`src/rtl/card_access_map.vh`:
```
// constants for the card access sequencer
`ifndef CARD_ACCESS_MAP_VH
`define CARD_ACCESS_MAP_VH
// address partition: bits 28:26 pick slot and space
`define PART_LSB        26
`define PART_SLOT_BIT   28
`define SPACE_IO        2'b00
`define SPACE_ATTR      2'b01
`define SPACE_RSVD      2'b10
`define SPACE_COMMON    2'b11
// access sizes
`define SIZE_BYTE       2'b00
`define SIZE_HALF       2'b01
`define SIZE_WORD       2'b10
// timing field layout inside expansion_timing_config (5 bits per field)
`define TV_WIDTH        5
`define TV_COM0_LSB     0
`define TV_IO0_LSB      5
`define TV_ATTR0_LSB    10
`define TV_COM1_LSB     16
`define TV_IO1_LSB      21
`define TV_ATTR1_LSB    26
// phase multipliers of (value+1)
`define SETUP_MULT      3'd3
`define CMD_MULT        3'd3
`define HOLD_MULT       3'd1
`define SAMPLE_MULT     3'd2
`endif

```
`src/rtl/card_access_sequencer.v`:
```
// card expansion access sequencer: decode, lane steering, sizing and timing
//
// Overview of operation
// - drives one slot directly; socket_select output steers a second slot externally.
// - 32-bit host bus serving 8- and 16-bit cards in I/O space; memory spaces taken as 16-bit.
// - no card DMA; only processor-initiated memory, I/O and attribute transfers.
// - each access is timed by an internal clock set per address space.
// - address decodes into eight 64 Mbyte partitions, four per slot.
// - address, attribute select and socket select driven together at access start.
// - memory and attribute enables at address time; I/O enables after width known.
// - common memory uses memory strobes, always 16-bit, byte enables mark lanes.
// - I/O uses I/O strobes; width from sampled sixteen-bit-capable input.
// - I/O assumes 16-bit; without capable input, two low-lane bytes, A0=0 then 1.
// - word access to card space moves all 32 data lines at once; to an 8-bit I/O card it goes as two low-lane bytes.
// - aligned word to 16-bit space asserts both enables; others undefined.
// - even half-word to 16-bit space is one transfer with both enables.
// - even half-word to 8-bit space becomes two low-lane bytes, even first.
// - bytes on 8-bit space use low lane; on 16-bit, parity picks the lane.
// - timing value selected per slot and per space from separate fields.
// - phase lengths are cycles scaled by the timing value plus one.
`timescale 1ns/1ps
`default_nettype none
`include "card_access_map.vh"
module card_access_sequencer
#(
  parameter TW = 8
)
(
  input  wire        clk_i,
  input  wire        rst_i,
  // processor request side
  input  wire        req_valid_i,
  input  wire        req_write_i,
  input  wire [1:0]  req_size_i,
  input  wire [28:0] req_addr_i,
  input  wire [31:0] req_wdata_i,
  input  wire [31:0] expansion_timing_config_i,
  output reg         req_ready_o,
  output reg         resp_valid_o,
  output reg  [31:0] resp_rdata_o,
  // card side
  output reg  [25:0] card_addr_o,
  output reg         socket_select_o,
  output reg         attribute_space_select_n_o,
  output reg         low_byte_card_enable_n_o,
  output reg         high_byte_card_enable_n_o,
  output reg         card_mem_read_strobe_n_o,
  output reg         card_mem_write_strobe_n_o,
  output reg         card_io_read_strobe_n_o,
  output reg         card_io_write_strobe_n_o,
  input  wire        io_sixteen_bit_capable_n_i,
  input  wire [31:0] card_data_i,
  output reg  [31:0] card_data_o,
  output reg         card_data_oe_o
);
  localparam S_IDLE   = 3'd0;
  localparam S_SETUP  = 3'd1;
  localparam S_CMD    = 3'd2;
  localparam S_HOLD   = 3'd3;
  localparam S_DONE   = 3'd4;

  reg  [2:0]  state;
  reg         wr;
  reg  [1:0]  space;
  reg  [1:0]  size;
  reg  [31:0] wdata;
  reg  [31:0] rdata;
  reg  [4:0]  tv;
  reg         byte_split;   // doing two 8-bit transfers
  reg         second;       // second half of a split
  reg         width_known;
  reg         tmr_load;
  reg  [TW-1:0] tmr_count;
  wire        tmr_done;
  reg  [TW-1:0] sample_at;
  reg  [TW-1:0] cyc;
  wire        is_io = (space == `SPACE_IO);
  wire [1:0]  req_space = req_addr_i[`PART_LSB+1:`PART_LSB];
  wire        req_slot = req_addr_i[`PART_SLOT_BIT];

  // =====================================================
  // per slot, per space timing value selection
  function [4:0] pick_tv;
    input [31:0] cfg;
    input        slot;
    input [1:0]  sp;
    begin
      case ({slot, sp})
        {1'b0, `SPACE_COMMON}: pick_tv = cfg[`TV_COM0_LSB +: `TV_WIDTH];
        {1'b0, `SPACE_IO}:     pick_tv = cfg[`TV_IO0_LSB +: `TV_WIDTH];
        {1'b0, `SPACE_ATTR}:   pick_tv = cfg[`TV_ATTR0_LSB +: `TV_WIDTH];
        {1'b1, `SPACE_COMMON}: pick_tv = cfg[`TV_COM1_LSB +: `TV_WIDTH];
        {1'b1, `SPACE_IO}:     pick_tv = cfg[`TV_IO1_LSB +: `TV_WIDTH];
        {1'b1, `SPACE_ATTR}:   pick_tv = cfg[`TV_ATTR1_LSB +: `TV_WIDTH];
        default:               pick_tv = cfg[`TV_COM0_LSB +: `TV_WIDTH];
      endcase
    end
  endfunction

  // phase length = mult * (tv + 1), in processor cycles
  function [TW-1:0] scale;
    input [4:0] v;
    input [2:0] mult;
    begin
      scale = mult * ({{(TW-5){1'b0}}, v} + 1'b1);
    end
  endfunction

  phase_timer #(.WIDTH(TW)) u_timer
  (
    .clk_i   (clk_i),
    .rst_i   (rst_i),
    .load_i  (tmr_load),
    .count_i (tmr_count),
    .done_o  (tmr_done)
  );

  // =====================================================
  // access sequencer
  // reserved partitions are answered at once without touching the card
  always @(posedge clk_i)
  begin
    if (rst_i)
    begin
      state                      <= S_IDLE;
      wr                         <= 1'b0;
      space                      <= 2'b00;
      size                       <= 2'b00;
      wdata                      <= 32'h00000000;
      rdata                      <= 32'h00000000;
      tv                         <= 5'h00;
      byte_split                 <= 1'b0;
      second                     <= 1'b0;
      width_known                <= 1'b0;
      tmr_load                   <= 1'b0;
      tmr_count                  <= {TW{1'b0}};
      sample_at                  <= {TW{1'b0}};
      cyc                        <= {TW{1'b0}};
      req_ready_o                <= 1'b1;
      resp_valid_o               <= 1'b0;
      resp_rdata_o               <= 32'h00000000;
      card_addr_o                <= 26'h0000000;
      socket_select_o            <= 1'b0;
      attribute_space_select_n_o <= 1'b1;
      low_byte_card_enable_n_o   <= 1'b1;
      high_byte_card_enable_n_o  <= 1'b1;
      card_mem_read_strobe_n_o   <= 1'b1;
      card_mem_write_strobe_n_o  <= 1'b1;
      card_io_read_strobe_n_o    <= 1'b1;
      card_io_write_strobe_n_o   <= 1'b1;
      card_data_o                <= 32'h00000000;
      card_data_oe_o             <= 1'b0;
    end
    else
    begin
      tmr_load     <= 1'b0;
      resp_valid_o <= 1'b0;
      case (state)
        S_IDLE:
        begin
          if (req_valid_i && req_ready_o)
          begin
            req_ready_o <= 1'b0;
            wr          <= req_write_i;
            space       <= req_space;
            size        <= req_size_i;
            wdata       <= req_wdata_i;
            rdata       <= 32'h00000000;
            second      <= 1'b0;
            byte_split  <= 1'b0;
            if (req_space == `SPACE_RSVD)
            begin
              resp_rdata_o <= 32'h00000000;
              state        <= S_DONE;
            end
            else
            begin
              tv <= pick_tv(expansion_timing_config_i, req_slot, req_space);
              // address, attribute and socket select change together
              card_addr_o                <= req_addr_i[25:0];
              socket_select_o            <= req_slot;
              attribute_space_select_n_o <= ~(req_space == `SPACE_ATTR);
              // a byte goes out on every lane so either enable finds it
              card_data_o                <= (req_size_i == `SIZE_BYTE) ?
                                            {4{req_wdata_i[7:0]}} : req_wdata_i;
              card_data_oe_o             <= req_write_i;
              width_known                <= (req_space != `SPACE_IO);
              // memory spaces are 16-bit: enables go out at address time
              if (req_space != `SPACE_IO)
              begin
                if (req_size_i == `SIZE_BYTE)
                begin
                  low_byte_card_enable_n_o  <= req_addr_i[0];
                  high_byte_card_enable_n_o <= ~req_addr_i[0];
                end
                else
                begin
                  low_byte_card_enable_n_o  <= 1'b0;
                  high_byte_card_enable_n_o <= 1'b0;
                end
              end
              tmr_count <= scale(pick_tv(expansion_timing_config_i, req_slot, req_space),
                                 `SETUP_MULT);
              sample_at <= scale(pick_tv(expansion_timing_config_i, req_slot, req_space),
                                 `SAMPLE_MULT) - 1'b1;
              cyc       <= {TW{1'b0}};
              tmr_load  <= 1'b1;
              state     <= S_SETUP;
            end
          end
        end
        S_SETUP:
        begin
          cyc <= cyc + 1'b1;
          // I/O width decided once at a fixed point inside setup
          if (is_io && !width_known && cyc == sample_at)
          begin
            width_known <= 1'b1;
            if (!io_sixteen_bit_capable_n_i)
            begin
              if (size == `SIZE_BYTE)
              begin
                low_byte_card_enable_n_o  <= card_addr_o[0];
                high_byte_card_enable_n_o <= ~card_addr_o[0];
              end
              else
              begin
                low_byte_card_enable_n_o  <= 1'b0;
                high_byte_card_enable_n_o <= 1'b0;
              end
            end
            else
            begin
              // 8-bit target: low lane only
              low_byte_card_enable_n_o  <= 1'b0;
              high_byte_card_enable_n_o <= 1'b1;
              if (size != `SIZE_BYTE)
              begin
                byte_split     <= 1'b1;
                card_addr_o[0] <= 1'b0;
              end
            end
          end
          if (tmr_done && !tmr_load && width_known)
          begin
            // strobe choice: memory spaces vs I/O
            card_mem_read_strobe_n_o  <= ~(!is_io && !wr);
            card_mem_write_strobe_n_o <= ~(!is_io && wr);
            card_io_read_strobe_n_o   <= ~(is_io && !wr);
            card_io_write_strobe_n_o  <= ~(is_io && wr);
            tmr_count <= scale(tv, `CMD_MULT);
            tmr_load  <= 1'b1;
            state     <= S_CMD;
          end
        end
        S_CMD:
        begin
          if (tmr_done && !tmr_load)
          begin
            card_mem_read_strobe_n_o  <= 1'b1;
            card_mem_write_strobe_n_o <= 1'b1;
            card_io_read_strobe_n_o   <= 1'b1;
            card_io_write_strobe_n_o  <= 1'b1;
            // capture read data with lane steering
            if (!wr)
            begin
              if (byte_split)
              begin
                if (second)
                  rdata[15:8] <= card_data_i[7:0];
                else
                  rdata[7:0]  <= card_data_i[7:0];
              end
              else if (size == `SIZE_BYTE)
                rdata <= {24'h000000, (high_byte_card_enable_n_o ?
                                       card_data_i[7:0] : card_data_i[15:8])};
              else if (size == `SIZE_HALF)
                rdata <= {16'h0000, card_data_i[15:0]};
              else
                rdata <= card_data_i;
            end
            tmr_count <= scale(tv, `HOLD_MULT);
            tmr_load  <= 1'b1;
            state     <= S_HOLD;
          end
        end
        S_HOLD:
        begin
          if (tmr_done && !tmr_load)
          begin
            if (byte_split && !second)
            begin
              // odd byte follows on the low lane with address bit 0 set
              second         <= 1'b1;
              card_addr_o[0] <= 1'b1;
              card_data_o    <= {24'h000000, wdata[15:8]};
              tmr_count      <= scale(tv, `SETUP_MULT);
              tmr_load       <= 1'b1;
              state          <= S_SETUP;
            end
            else
            begin
              low_byte_card_enable_n_o   <= 1'b1;
              high_byte_card_enable_n_o  <= 1'b1;
              attribute_space_select_n_o <= 1'b1;
              card_data_oe_o             <= 1'b0;
              resp_rdata_o               <= rdata;
              state                      <= S_DONE;
            end
          end
        end
        S_DONE:
        begin
          resp_valid_o <= 1'b1;
          req_ready_o  <= 1'b1;
          state        <= S_IDLE;
        end
        default:
        begin
          state <= S_IDLE;
        end
      endcase
    end
  end
endmodule
`default_nettype wire

```
`src/rtl/phase_timer.v`:
```
// down counter timing one access phase in processor clock cycles
`timescale 1ns/1ps
`default_nettype none
module phase_timer
#(
  parameter WIDTH = 8
)
(
  input  wire             clk_i,
  input  wire             rst_i,
  input  wire             load_i,
  input  wire [WIDTH-1:0] count_i,
  output reg              done_o
);
  reg [WIDTH-1:0] remain;
  // =====================================================
  // counter
  // done is raised one edge early: the caller acts on it a cycle later,
  // so a phase lasts exactly count cycles; counts below two stretch to two
  always @(posedge clk_i)
  begin
    if (rst_i)
    begin
      remain <= {WIDTH{1'b0}};
      done_o <= 1'b0;
    end
    else if (load_i)
    begin
      remain <= (count_i > 2) ? count_i - 2'd2 : {WIDTH{1'b0}};
      done_o <= (count_i <= 2);
    end
    else if (remain > 1)
    begin
      remain <= remain - 1'b1;
      done_o <= 1'b0;
    end
    else
    begin
      remain <= {WIDTH{1'b0}};
      done_o <= 1'b1;
    end
  end
endmodule
`default_nettype wire

```
`config.mk`:
```
export PLATFORM = sky130hd
export DESIGN_NAME = card_access_sequencer
export DESIGN_NICKNAME = d
export VERILOG_FILES = /design/src/rtl/card_access_sequencer.v /design/src/rtl/phase_timer.v
export VERILOG_INCLUDE_DIRS = /design/src /design/src/rtl
export SDC_FILE = /design/constraint.sdc
export NUM_CORES = 1
export LEC_CHECK = 0
export BUFFER_PORTS_ARGS = -buffer_cell sky130_fd_sc_hd__buf_4
export CORE_MARGIN = 3
export CORE_UTILIZATION = 50
export CTS_BUF_LIST = sky130_fd_sc_hd__clkbuf_8
export DETAILED_ROUTE_END_ITERATION = 10
export GPL_ROUTABILITY_DRIVEN = 0
export GPL_TIMING_DRIVEN = 1
export PLACE_DENSITY = 0.76
export SYNTH_ARGS = -nofsm -noshare
export SYNTH_HDL_FRONTEND = slang
export SYNTH_SLANG_ARGS = --single-unit
export TNS_END_PERCENT = 5
```
`constraint.sdc`:
```
create_clock -name clk_i -period 4.25 [get_ports clk_i]
set_input_delay 0.85 -clock clk_i [delete_from_list [all_inputs] [get_ports clk_i]]
set_output_delay 0.85 -clock clk_i [all_outputs]
set_load 0.02 [all_outputs]
```
==> reports/qor.txt <==
Setup Fix Bufs, Post-CTS - 0
CTS root buf - clkbuf_8
Hold_buf cts - 0
Yosys top cell by area - dfxtp_1
Worst Setup SP - req_addr_i[26]
Peak supply drop - 0.000312 V
R2R setup slack - 1.31 ns
Largest net degree at the start of global routing - 110
Crit-path slowest cell - xnor2_1
WHS Path Cells - 2
DR pass1 iterations - 5
Largest cells by area after synthesis - dfxtp_1 42%, a21oi_1 9.8%, nand2_1 8.3%, nand3_1 3.8%, ha_1 3.7%
WP data arrival - 3.85 ns
Startpoint types - primary input
Crit path largest cell delay - 0.48 ns
PnR worst setup slack - 0.778 ns
Reg area - 0.00378 sq mm
Max Clk Rate - 0.288 GHz
Synth cell types - 68
Final setup vio count - 0
CTS H-tree lvls - 4
Area of the multi-input gates - 0.00489 sq mm
Layout Nets - 1506
Clock slew at reported path FFs - 0.10 ns
First-pass GRT wire length - 41800 microns
Most common cell on crit path - inv_1
Cts bufs inserted - 17
# rows - 48
Max_slew headroom - 41.4%
Die ar. - 0.0199 sq mm
Fillers - 1570
Crit path capture - tmr_count[5]
Count leader, synth - nand2_1
Final ANT Viol Nets - 0
Share of cells above drive strength 1 - 21.9%
WL final - 26300 microns
Ys async rst share - 0%
Overall Global Routing Usage - 25.7%
Synthesis-to-finish area growth - 24.4%
Worst-skew pair later-pin latency - 0.48 ns
Initial antenna violation count - 1
Die X - 141 microns
EDFF count, synth - 0
Design area - 0.0113 sq mm
Crit-path max FO - 19
Synth Net Count - 1326
Power Density - 403 mW/mm^2
Clk pwr share - 28.0%
Io pins - 233
Crit path kind - primary input to flip-flop
HP Class - flip-flop to flip-flop
Sequential area share after synthesis - 41.5%
R2R cell count - 5
Status - finished clean
GRT overflow - 0
Fin Clk Skew - 0.0141 ns
Cts repair resizes - 0
Yosys reg bits - 189
YS warnings - 0
Sw Ratio - 33.8%
Final Hold Vio Count - 0
CP required - 4.62 ns
Max-Cap Viols - 0
Yosys top cell area share - 41.5%
Dpl hpwl - 18400 microns
DRT iter0 DRCs - 504
Primary FF master, synth - dfxtp_1
Core Area - 0.0175 sq mm
Worst R2R End - card_data_o[7]
Crit. End Element - flip-flop
Mapped Area - 0.00911 sq mm
Slew Viols, Final - 0
Via count - 8808
Effective utilization at floorplan - 51.9%
Port bufs - 230
Diodes inserted - 0
P_sw - 1.54 mW
Via/cell ratio - 5.56
Clock sink count - 189
Max Root-Sink Buffers - 2
CTS tree - done
Top cells by count, synth - 201 x nand2_1, 189 x dfxtp_1, 179 x a21oi_1
Final hold slack - 0.456 ns
RSZ-0062 raised after global routing - no
FF-to-FF Start - state[0]
Cell Area, Placed - 0.0109 sq mm
P_leak - 4.65 nW
Crit path cell chain - buf_4, inv_1, a211oi_1, nor3_1, inv_1, ha_1, inv_1, xnor2_1, inv_1, ha_1, nor2b_1, o21ai_0, nand2b_1, xnor2_1, a221oi_1, nor2_1
Wire per inst - 16.6 microns
Gate power share - 28.1%
Slew of the pin with the lowest slew margin - 0.875 ns
Pre-CTS setup slack - 0.323 ns
Die H - 141 microns
Final setup TNS - 0 ns
Fin crit share - 81.7%
Power share of the sequential group - 43.9%
Total chip power - 4.56 mW
Pint - 3.02 mW
Synth Area per Inst - 7.81 sq um
Post-Syn Instances - 1166
Number of global-route vias before repair - 8391
Final min period - 3.47 ns
Drc violations - 0
[how the worst min path moves through the flow]
stage | slack [ns] | startpoint | to
2_1_floorplan | 0.43 | size[0] | size[0]
3_3_place_gp | 0.44 | rdata[31] | rdata[31]
3_5_place_dp | 0.44 | rdata[18] | rdata[18]
4_1_cts | 0.46 | rdata[18] | rdata[18]
5_1_grt | 0.47 | rdata[26] | rdata[26]
6_report | 0.46 | resp_rdata_o[4] | resp_rdata_o[4]
[layout by cell type (no fill, tap or decap), drive strengths merged, types with 18 or more instances in the layout]
master,netlist,final
a21oi,181,181
clkbuf,58,18
inv,27,33
dfxtp,189,189
buf,26,245
nor3,59,59
nand2,201,201
xor2,20,20
nand3,69,69
ha,27,27
o21ai,40,40
nor2,88,88
xnor2,23,23
[critical path, delay by kind of cell]
family | cells | cell delay, ns
XOR/XNOR | 2 | 0.62
buffers and inverters | 5 | 0.69
AND/OR/NAND/NOR | 4 | 0.45
AO/OA/AOI/OAI | 3 | 0.74
adder cells (fa/ha/maj) | 2 | 0.50
[state kept, by name (all words and copies together) (netlist names), 2 cells and up]
signal / flops
resp_rdata_o: 32
card_addr_o: 26
state: 3
u_timer.remain: 8
tv: 5
wdata: 8
tmr_count: 8
cyc: 8
sample_at: 6
size: 2
rdata: 32
space: 2
card_data_o: 32
[cell type report]
| class | instances | share of cell area (%) |
|---|---|---|
| multi-input cells | 866 | 43.1 |
| flip-flops and latches | 189 | 33.4 |
| repair buffers | 245 | 16.3 |
| well taps | 225 | 2.48 |
| clock buffers | 18 | 2.19 |
| clock inverters | 14 | 1.58 |
| inverters | 27 | 0.894 |
[logic make-up (layout without fill, tap and decap cells)]
family,count (synthesis),in the layout,share of synthesized area (%)
buffers and inverters,111,304,5.08
flip-flops,189,189,41.5
AO/OA/AOI/OAI,298,298,19.6
XOR/XNOR,44,44,4.38
adder cells (fa/ha/maj),28,28,3.93
AND/OR/NAND/NOR,481,481,23.9
multiplexers,15,15,1.65
[stage by stage]
stage                     utilization [%]  instances
after CTS                            64.6       1584
after global routing                 64.6       1584
after floorplan                         -       1166
final                                64.6       1584
after global placement               62.2       1552
after detailed placement             62.2       1552
[layer usage]
layer  routed length (microns)  global-route usage [%]  part of all wire (%)
met1                     11100                    32.6                    42
met2                     12500                    42.0                    48
met3                      1930                    7.56                   7.4
met4                       645                    9.03                   2.5
met5                        11                       0                 0.042
[power by group through the flow]
stage | registers (mW) | clock network [mW] | logic [mW]
floorplan | 2.07 | 0 | 0.850
global placement | 2.04 | 0 | 1.25
detailed placement | 2.04 | 0 | 1.27
CTS | 2.00 | 1.29 | 1.28
global route | 2.02 | 1.37 | 1.42
finish | 2.00 | 1.28 | 1.28
Power figures use the tool's default switching activity.
